===== src/include/link_test_map.vh =====
// Register map, field positions, reset values and counts of the receive link test logic.
`ifndef LINK_TEST_MAP_VH
`define LINK_TEST_MAP_VH

`define ADDR_W 12
`define OFS_TRANSPORT_TEST_CONTROL 12'h32c
`define OFS_EXPECTED_SAMPLE_LOW 12'h32d
`define OFS_EXPECTED_SAMPLE_HIGH 12'h32e
`define OFS_TRANSPORT_TEST_RESULT 12'h32f
`define OFS_COMMA_SYNC_LANE_STATUS 12'h470
`define OFS_LANE_ALIGN_SYNC_STATUS 12'h473
`define OFS_LINK_TEST_MODE 12'h477

`define CTRL_ENABLE_BIT 0
`define CTRL_RESET_BIT 1
`define CTRL_SELECT_LSB 4
`define CTRL_SELECT_MSB 7
`define RESULT_FAIL_BIT 0
`define TEST_MODE_ALIGN_BIT 7

`define RST_TRANSPORT_TEST_CONTROL 8'h00
`define RST_EXPECTED_SAMPLE_LOW 8'h00
`define RST_EXPECTED_SAMPLE_HIGH 8'h00
`define RST_LINK_TEST_MODE 8'h00

`define LANE_COUNT 8
`define SAMPLE_W 16
`define COMMA_COUNT_W 3
`define COMMAS_FOR_SYNC 3'h4
`define LANES_SIX 4'h6
`define LANES_THREE 4'h3
`define LANES_EIGHT 4'h8

`endif


===== src/lane_sync_monitor.v =====
// Per lane comma sync and initial lane alignment pass tracking.
`timescale 1ns/100ps
`default_nettype none
`include "link_test_map.vh"

module lane_sync_monitor (
	input wire mclk_in,
	input wire srst_in,
	input wire lane_active_in,
	input wire char_valid_in,
	input wire comma_in,
	input wire sync_released_in,
	input wire align_done_in,
	output wire cgs_pass_out,
	output wire align_pass_out
);

	reg [`COMMA_COUNT_W-1:0] comma_count_ff;
	reg cgs_pass_ff;
	reg align_pass_ff;

	// A non-comma before the run completes restarts the count, so only consecutive commas qualify.
	always @(posedge mclk_in) begin
		if (srst_in || !lane_active_in) begin
			comma_count_ff <= {`COMMA_COUNT_W{1'b0}};
			cgs_pass_ff <= 1'b0;
		end else if (char_valid_in && !cgs_pass_ff) begin
			if (comma_in) begin
				comma_count_ff <= comma_count_ff + 3'h1;
				if (comma_count_ff == `COMMAS_FOR_SYNC - 3'h1) begin
					cgs_pass_ff <= 1'b1;
				end
			end else begin
				comma_count_ff <= {`COMMA_COUNT_W{1'b0}};
			end
		end
	end

	// Alignment pass counts only once the sync request has been released for this link.
	always @(posedge mclk_in) begin
		if (srst_in || !lane_active_in || !sync_released_in) begin
			align_pass_ff <= 1'b0;
		end else if (align_done_in) begin
			align_pass_ff <= 1'b1;
		end
	end

	assign cgs_pass_out = cgs_pass_ff;
	assign align_pass_out = align_pass_ff;

endmodule
`default_nettype wire


===== config.mk =====
export PLATFORM = sky130hd
export DESIGN_NAME = lane_sync_monitor
export DESIGN_NICKNAME = d
export VERILOG_FILES = /design/src/lane_sync_monitor.v
export VERILOG_INCLUDE_DIRS = /design/src /design/src/include
export SDC_FILE = /design/constraint.sdc
export NUM_CORES = 1
export LEC_CHECK = 0
export BUFFER_PORTS_ARGS = -buffer_cell sky130_fd_sc_hd__buf_2
export CORE_AREA = 2 2 39 41
export DETAILED_ROUTE_END_ITERATION = 10
export DIE_AREA = 0 0 41 43
export GPL_TIMING_DRIVEN = 0
export PLACE_DENSITY_LB_ADDON = 0.12
export SLEW_MARGIN = 30
export SYNTH_ARGS = -nofsm -noshare
export SYNTH_HDL_FRONTEND = slang
export SYNTH_SLANG_ARGS = --single-unit

===== constraint.sdc =====
create_clock -name mclk_in -period 1.3 [get_ports mclk_in]
set_input_delay 0.26 -clock mclk_in [delete_from_list [all_inputs] [get_ports mclk_in]]
set_output_delay 0.26 -clock mclk_in [all_outputs]
set_load 0.05 [all_outputs]

==> results of run 1 <==
-- metal layers --
layer  global-route usage  vias to the layer above  share of wire  wire (um)
li1                     -                      106              -          -
met1               0.0611                       89           0.41        191
met2               0.0906                        9           0.47        218
met3               0.0314                        0           0.11         51
met4                0.100                        0              0          0
met5                    0                        -              0          0
-- power breakdown --
group          leakage, nW  total [mW]  switching, mW  internal, mW
logic               0.0776      0.0278         0.0149        0.0129
registers           0.0404       0.157        0.00125         0.156
clock network       0.0150       0.178         0.0624         0.116
total                0.133       0.363         0.0786         0.285
-- sequential cells by signal (all words and copies together), names as in the netlist --
register / flops
comma_count_ff: 3
align_pass_out: 1
cgs_pass_out: 1
-- cell usage after synthesis, drive strengths merged --
master,n
a21oi,3
nor2,2
nand3,1
a31oi,1
o21ai,1
inv,1
dfxtp,5
nand3b,2
nor2b,1
nand2,3
nand2b,2
ha,2
-- stage by stage --
stage          setup WS (ns)  utilization
6_report               0.105        0.224
5_1_grt               0.0592        0.224
4_1_cts               0.0872        0.224
3_5_place_dp           0.163        0.205
3_3_place_gp           0.179        0.205
2_1_floorplan          0.167            -
-- tightest hold or removal path, stage by stage --
cell,delay [ns]
buf_2,0.07
o21ai_0,0.06
nor2_1,0.07
-- final cells by class --
class	count	area (um2)
Timing Repair Buffer	8	40.0
Fill cell	158	1070
Sequential cell	5	100
Clock buffer	4	26.3
Inverter	1	3.75
Multi-Input combinational cell	18	120
Tap cell	16	20.0
-- path summary, 6_finish.rpt --
| kind | from | end | depth (start not counted) |
|---|---|---|---|
| max | cgs_pass_out | cgs_pass_out | 1 |
| min | align_done_in | align_pass_out | 3 |
| max reg2reg | comma_count_ff[0] | comma_count_ff[2] | 4 |
| min reg2reg | comma_count_ff[2] | comma_count_ff[2] | 2 |
-- cells by family (layout without fill, tap and decap cells) --
kind of cell	after synthesis	in the layout	share of synthesized area
fa+ha+maj	2	2	0.112
compound gates	5	5	0.134
simple gates	11	11	0.290
buf+inv	1	13	0.0167
flops	5	5	0.447
==> summary.md, run 1 <==
| Metric | Value |
|---|---|
| Outcome | `finished clean` |
| IO buf count | `8` |
| Via count | `204` |
| 1st-pass router iterations | `2` |
| Cts repair resizes | `0` |
| Fin crit period | `1.19 ns` |
| Worst EP required | `1.04 ns` |
| First-pass GRT wire length | `724 um` |
| Max-slew violation count | `0` |
| Syn_nets | `33` |
| Fraction of layout cells with a size suffix above 1 | `0.361` |
| Hold_ws | `0.256 ns` |
| Slowest cell on crit path | `dfxtp_1` |
| TritonCTS Buffers | `3` |
| Final period util | `0.919` |
| Leading area contributor after synthesis | `dfxtp_1` |
| CP endpoint kind | `primary output` |
| #FFs+latches synth | `5` |
| CP Class | `reg -> out` |
| Slew HR | `0.834` |
| Antenna Violating Nets Remaining | `0` |
| Ys Warns | `0` |
| Post-layout total power | `363 uW` |
| Avg WL per Cell | `8.87 um` |
| Die Width | `41 um` |
| Clk slew on worst S/H paths | `0.04 ns` |
| Antenna violations before repair | `0` |
| Initial Utilization | `0.162` |
| Worst hold path class | `in -> reg` |
| Synth cell types | `13` |
| FMAX | `837 MHz` |
| HPWL after detailed placement | `372 um` |
| Crit-path max cell delay | `0.40 ns` |
| Hold Fails Final Rpt | `0` |
| Area grow syn2layout | `38.5%` |
| Nets | `46` |
| Syn avg cell area | `9.33 um2` |
| Final setup TNS | `0 ns` |
| Top cell type's share of synthesized area | `0.447` |
| Peak VDD IR | `0.000392 V` |
| Dominant cells by area after synthesis | `dfxtp_1, ha_1, nand3b_1` |
| CTS Root Cell | `clkbuf_4` |
| Pin count of the biggest net entering global routing | `6` |
| Post-Place Cell Area | `284 um2` |
| P_leak | `0.133 nW` |
| Die area | `0.00176 mm2` |
| Delay-heaviest family, CP | `flip-flops` |
| Diode count | `0` |
| Register area share after synthesis | `0.447` |
| Post-CTS setup repair buffer count | `0` |
| Crit path DAT | `0.93 ns` |
| Worst-Margin Slew | `0.250 ns` |
| Inst Count DP | `48` |
| Core area | `0.00138 mm2` |
| Total wire length after detailed routing | `461 um` |
| Syn Inst Count | `24` |
| Final Instance Count excl. Fillers | `52` |
| CTS Hold Bufs | `0` |
| Boundary Pins | `9` |
| CTS tree | `yes` |
| Fin Clk Skew | `0.00473 ns` |
| Gpl congestion | `0.561` |
| DRC viols | `0` |
| Gr usage total | `0.0693` |
| Most common cell after layout, fill and taps aside | `buf_2` |
| Max Fanout on Critical Path | `4` |
| Die Height | `43 um` |
| Final setup violation count | `0` |
| RSZ-0062 raised after global routing | `false` |
| Grt ovf | `0` |
| DR vias/cell | `3.92` |
| Commonest cells after routing, fill and taps aside | `buf_2, dfxtp_1, nand2_1, clkbuf_4` |
| Worst-path cell chain | `buf_2` |
| Std-Cell Rows | `14` |
| Finished layout cell area | `310 um2` |
| Post-Syn Area | `224 um2` |
| Clock Sink Count | `5` |
| Worst R2R Setup Slack | `0.17 ns` |
| CTS max path bufs | `2` |
| Startpoint types | `flip-flop` |
| Pwr dens | `1170 mW/mm2` |
| Vias in the first global route | `211` |
| Maxcap violations | `0` |
| Iter 0 DRT Violations | `9` |
| Clk_lat worst skew | `0.24 ns` |
| H-tree depth | `1` |
| Worst Path Buf+Inv | `1` |
Note: power is estimated with default switching activity, not from simulation.
==> inputs of run 2 (changes only) <==
BUFFER_PORTS_ARGS = default   (was -buffer_cell sky130_fd_sc_hd__buf_2)
DONT_BUFFER_PORTS = 1   (was default)
==> summary.md, run 2 (same netlist as run 1, synthesis figures left out) <==
| Metric | Value |
|---|---|
| Switching pwr | `78.0 uW (was 78.6 uW)` |
| Post-CTS setup repair buffer count | `0 (unchanged)` |
| Final period util | `0.952 (was 0.919)` |
| Die Width | `41 um (unchanged)` |
| CP Class | `reg -> reg (was reg -> out)` |
| Worst EP required | `1.48 ns (was 1.04 ns)` |
| P_leak | `0.0984 nW (was 0.133 nW)` |
| H-tree depth | `1 (unchanged)` |
| Logic pwr share | `0.038 (was 0.077)` |
| 1st-pass router iterations | `2 (unchanged)` |
| Max-slew violation count | `0 (unchanged)` |
| Avg WL per Cell | `9.16 um (was 8.87 um)` |
| Pin count of the biggest net entering global routing | `6 (unchanged)` |
| Final setup TNS | `0 ns (unchanged)` |
| Crit path DAT | `1.42 ns (was 0.93 ns)` |
| Die area | `0.00176 mm2 (unchanged)` |
| Fraction of layout cells with a size suffix above 1 | `0.179 (was 0.361)` |
| Antenna Violating Nets Remaining | `0 (unchanged)` |
| CTS max path bufs | `2 (unchanged)` |
| Antenna violations before repair | `0 (unchanged)` |
| Grt ovf | `0 (unchanged)` |
| RSZ-0062 raised after global routing | `false (unchanged)` |
| Gr usage total | `0.0622 (was 0.0693)` |
| Core area | `0.00138 mm2 (unchanged)` |
| CTS tree | `yes (unchanged)` |
| Peak VDD IR | `0.000213 V (was 0.000392 V)` |
| Worst-Margin Slew | `0.620 ns (was 0.250 ns)` |
| Cell-internal power | `278 uW (was 285 uW)` |
| Die Height | `43 um (unchanged)` |
| Startpoint types | `flip-flop (unchanged)` |
| Pwr dens | `1320 mW/mm2 (was 1170 mW/mm2)` |
| Hold_ws | `0.147 ns (was 0.256 ns)` |
| Initial Utilization | `0.162 (unchanged)` |
| IO buf count | `0 (was 8)` |
| Most common cell after layout, fill and taps aside | `dfxtp_1 (was buf_2)` |
| Clock Sink Count | `5 (unchanged)` |
| Total wire length after detailed routing | `403 um (was 461 um)` |
| Max reg flops | `3 (unchanged)` |
| Hold Fails Final Rpt | `0 (unchanged)` |
| Area grow syn2layout | `20.7% (was 38.5%)` |
| CTS Hold Bufs | `0 (unchanged)` |
| Slew HR | `0.586 (was 0.834)` |
| Commonest cells after routing, fill and taps aside | `dfxtp_1, nand2_1, clkbuf_4 (was buf_2, dfxtp_1, nand2_1, clkbuf_4)` |
| Worst hold path class | `in -> reg (unchanged)` |
| TritonCTS Buffers | `3 (unchanged)` |
| CTS Root Cell | `clkbuf_4 (unchanged)` |
| Via count | `173 (was 204)` |
| Reg with most FFs | `comma_count_ff (unchanged)` |
| Diode count | `0 (unchanged)` |
| Hold Crit Depth | `2 (was 3)` |
| Std-Cell Rows | `14 (unchanged)` |
| Fin crit period | `1.24 ns (was 1.19 ns)` |
| Boundary Pins | `9 (unchanged)` |
| Gpl congestion | `0.590 (was 0.561)` |
| Outcome | `finished clean (unchanged)` |
| Flop pwr share | `0.450 (was 0.433)` |
| Final setup violation count | `0 (unchanged)` |
| FMAX | `808 MHz (was 837 MHz)` |
| Clk_lat worst skew | `0.24 ns (about the same)` |
| Vias in the first global route | `184 (was 211)` |
| Clock Power Share | `0.512 (was 0.491)` |
| Iter 0 DRT Violations | `1 (was 9)` |
| DRC viols | `0 (unchanged)` |
| R2R depth | `3 (was 4)` |
| Fin Clk Skew | `0.00146 ns (was 0.00473 ns)` |
| Nets | `38 (was 46)` |
| Cts repair resizes | `0 (unchanged)` |
| Maxcap violations | `0 (unchanged)` |
| Max Fanout on Critical Path | `4 (unchanged)` |
| CP endpoint kind | `flip-flop (was primary output)` |
| DR vias/cell | `3.93 (was 3.92)` |
| First-pass GRT wire length | `648 um (was 724 um)` |
| Switching Share | `0.219 (was 0.216)` |
| Clk slew on worst S/H paths | `0.04 ns (about the same)` |
## run 2: changes by cell type in the layout (fill, tap and decap cells not counted)
cell and delta:
buf_2 -8
## run 2: layer usage
layer | track usage | up-vias | wire, um
met5 | 0 | - | 0
met1 | 0.0673 | 71 | 182
met4 | 0.0800 | 0 | 18
li1 | - | 89 | -
met2 | 0.0625 | 11 | 136
met3 | 0.0471 | 2 | 65
## run 2: layout make-up
cell class / instances / area (um2)
clock buffer: 4 / 26.3
tap: 16 / 20.0
fill: 154 / 1110
sequential: 5 / 100
multi-input combinational: 18 / 120
inverter: 1 / 3.75
## run 2: stage by stage
step,instances,instance area (um2),power [mW],worst slack (ns),utilization
detailed placement,40,244,0.177,0.0692,0.176
floorplan,24,224,0.174,0.167,-
CTS,44,270,0.368,0.0582,0.195
finish,44,270,0.356,0.0618,0.195
global route,44,270,0.381,0.0131,0.195
global placement,40,244,0.177,0.0781,0.176
## run 2: worst paths after layout
| kind | from | end | slack (ns) |
|---|---|---|---|
| worst max-delay path | cgs_pass_out | comma_count_ff[0] | 0.06 |
| worst min-delay path | sync_released_in | align_pass_out | 0.15 |
| worst max register to register | cgs_pass_out | comma_count_ff[0] | 0.06 |
| worst min register to register | comma_count_ff[2] | comma_count_ff[2] | 0.45 |
## run 2: power groups by stage
stage | combinational (mW) | clock (mW) | sequential [mW]
after floorplan | 0.0115 | 0 | 0.163
after global placement | 0.0143 | 0 | 0.163
after detailed placement | 0.0139 | 0 | 0.163
after CTS | 0.0139 | 0.194 | 0.160
after global routing | 0.0154 | 0.205 | 0.160
final | 0.0135 | 0.182 | 0.160
## run 2: worst max-delay path, cell delays in order (launching register included)
cell      delay, ns
dfxtp_1        0.71
nand2b_1       0.25
nand2_1        0.08
a21oi_2        0.12
==> inputs of run 3 (changes only) <==
ABC_AREA = 1   (was default)
==> summary.md, run 3 <==
| Metric | Value |
|---|---|
| FMAX | `886 MHz (was 808 MHz)` |
| Outcome | `finished clean (unchanged)` |
| Synth Flop Type | `dfxtp_1 (unchanged)` |
| Grt ovf | `0 (unchanged)` |
| Initial Utilization | `0.173 (was 0.162)` |
| Cts repair resizes | `0 (unchanged)` |
| Final setup TNS | `0 ns (unchanged)` |
| Syn avg cell area | `7.24 um2 (was 9.33 um2)` |
| Hold Crit Depth | `2 (unchanged)` |
| Ys Warns | `0 (unchanged)` |
| R2R depth | `5 (was 3)` |
| DRC viols | `0 (unchanged)` |
| IO buf count | `0 (unchanged)` |
| Most common cell after layout, fill and taps aside | `inv_1 (was dfxtp_1)` |
| Max-slew violation count | `0 (unchanged)` |
| CP Class | `reg -> out (was reg -> reg)` |
| Boundary Pins | `9 (unchanged)` |
| RSZ-0062 raised after global routing | `false (unchanged)` |
| Area grow syn2layout | `19.9% (was 20.7%)` |
| DR vias/cell | `3.85 (was 3.93)` |
| Hold_ws | `0.153 ns (was 0.147 ns)` |
| Commonest cells after routing, fill and taps aside | `inv_1, nor2_1, nand2_1 (was dfxtp_1, nand2_1, clkbuf_4)` |
| First-pass GRT wire length | `841 um (was 648 um)` |
| Clock Sink Count | `5 (unchanged)` |
| Final setup violation count | `0 (unchanged)` |
| Final Instance Count excl. Fillers | `53 (was 44)` |
| HPWL after detailed placement | `368 um` |
| Fraction of layout cells with a size suffix above 1 | `0.135 (was 0.179)` |
| CTS Hold Bufs | `0 (unchanged)` |
| Top cell type's share of synthesized area | `0.419 (was 0.447)` |
| Maxcap violations | `0 (unchanged)` |
| P_leak | `0.123 nW (was 0.0984 nW)` |
| #FFs+latches synth | `5 (unchanged)` |
| Synth cell types | `10 (was 13)` |
| Worst hold path class | `in -> reg (unchanged)` |
| Die area | `0.00176 mm2 (unchanged)` |
| Post-CTS setup repair buffer count | `0 (unchanged)` |
| Pin count of the biggest net entering global routing | `6 (unchanged)` |
| Final period util | `0.868 (was 0.952)` |
| Fin crit period | `1.13 ns (was 1.24 ns)` |
| Antenna violations before repair | `0 (unchanged)` |
| Count leader, synth | `inv_1 (was dfxtp_1)` |
| Avg WL per Cell | `8.79 um (was 9.16 um)` |
| Dominant cells by area after synthesis | `dfxtp_1, inv_1, ha_1 (was dfxtp_1, ha_1, nand3b_1)` |
| Post-Syn Area | `239 um2 (was 224 um2)` |
| Filler cells | `163 (was 154)` |
| Crit path DAT | `0.87 ns (was 1.42 ns)` |
| TritonCTS Buffers | `3 (unchanged)` |
| Worst-Margin Slew | `0.507 ns (was 0.620 ns)` |
| Inst Count DP | `49 (was 40)` |
| CP endpoint kind | `primary output (was flip-flop)` |
| CTS tree | `yes (unchanged)` |
| Syn Inst Count | `33 (was 24)` |
| H-tree depth | `1 (unchanged)` |
| 1st-pass router iterations | `2 (unchanged)` |
| CTS Root Cell | `clkbuf_4 (unchanged)` |
| Gr usage total | `0.0804 (was 0.0622)` |
| Via count | `204 (was 173)` |
| Clk_lat worst skew | `0.24 ns (about the same)` |
| Slew HR | `0.662 (was 0.586)` |
| Leading area contributor after synthesis | `dfxtp_1 (unchanged)` |
| Post-synth EDFFs | `0 (unchanged)` |
| Fin Clk Skew | `0.00717 ns (was 0.00146 ns)` |
| Reg with most FFs | `comma_count_ff (unchanged)` |
| Pwr dens | `1250 mW/mm2 (was 1320 mW/mm2)` |
| Max reg flops | `3 (unchanged)` |
| Syn_nets | `42 (was 33)` |
| Commonest cells post-synth | `inv_1, dfxtp_1, nand2_1, nor2_1 (was dfxtp_1, nand2_1)` |
| Antenna Violating Nets Remaining | `0 (unchanged)` |
| Nets | `47 (was 38)` |
| Hold Fails Final Rpt | `0 (unchanged)` |
| Std-Cell Rows | `14 (unchanged)` |
| Iter 0 DRT Violations | `2 (was 1)` |
| CTS max path bufs | `2 (unchanged)` |
| Peak VDD IR | `0.000451 V (was 0.000213 V)` |
| Total wire length after detailed routing | `466 um (was 403 um)` |
| Die Width | `41 um (unchanged)` |
| Clk slew on worst S/H paths | `0.04 ns (about the same)` |
| Diode count | `0 (unchanged)` |
| Vias in the first global route | `209 (was 184)` |
| Startpoint types | `flip-flop (unchanged)` |
| Gpl congestion | `0.653 (was 0.590)` |
| Worst EP required | `1.04 ns (was 1.48 ns)` |
| Die Height | `43 um (unchanged)` |
| Core area | `0.00138 mm2 (unchanged)` |
| Ys async rst share | `0 (unchanged)` |
| Register area share after synthesis | `0.419 (was 0.447)` |
| Max Fanout on Critical Path | `2 (was 4)` |
| Worst path depth | `0 (was 3)` |
==> run 3: changes by cell type in the layout (fill, tap and decap cells not counted), moves of 2 or more <==
| cell | delta |
|---|---|
| inv_1 | +7 |
| nand2_1 | +2 |
| nand2b_1 | -2 |
| nand3b_1 | -2 |
| nand4_1 | +2 |
| nor2_1 | +3 |
==> run 3: power by group <==
group	switching, mW	internal, mW	leakage, nW
combinational	0.00960	0.00545	0.0669
sequential	0.00445	0.156	0.0410
clock	0.0663	0.116	0.0150
total	0.0803	0.278	0.123
==> run 3: logic make-up (layout without fill, tap and decap cells) <==
| group | after synthesis | after routing | synth area share |
|---|---|---|---|
| and+or+nand+nor | 13 | 13 | 0.230 |
| DFF | 5 | 5 | 0.419 |
| adders and majority gates | 2 | 2 | 0.105 |
| AOI/OAI and AO/OA | 5 | 5 | 0.120 |
| buffers and inverters | 8 | 12 | 0.126 |
==> run 3: metrics by stage <==
step                utilization  instance area [um2]  worst slack, ns  total power [mW]
floorplan                     -                  239            0.152             0.175
global placement          0.187                  259           0.0541             0.178
detailed placement        0.187                  259           0.0557             0.179
CTS                       0.206                  285           0.0328             0.371
global route              0.207                  287            0.124             0.382
finish                    0.207                  287            0.172             0.358
==> run 3: final timing paths <==
path	slack, ns	from	endpoint
min	0.15	sync_released_in	align_pass_out
min reg2reg	0.47	comma_count_ff[1]	comma_count_ff[1]
max reg2reg	0.19	comma_count_ff[0]	comma_count_ff[2]
max	0.17	align_pass_out	align_pass_out
==> run 3: layer usage <==
| layer | global-route usage | wire length [um] | up-vias |
|---|---|---|---|
| met5 | 0 | 0 | - |
| met4 | 0.0400 | 0 | 0 |
| li1 | - | - | 111 |
| met2 | 0.0875 | 197 | 8 |
| met3 | 0.110 | 51 | 0 |
| met1 | 0.0806 | 218 | 85 |
==> run 3: final cells by class <==
type | instances | area (um2) | share of cell area
tap | 16 | 20.0 | 0.0699
sequential | 5 | 101 | 0.354
multi-input combinational | 20 | 109 | 0.380
clock buffer | 4 | 26.3 | 0.0917
inverter | 8 | 30.0 | 0.105
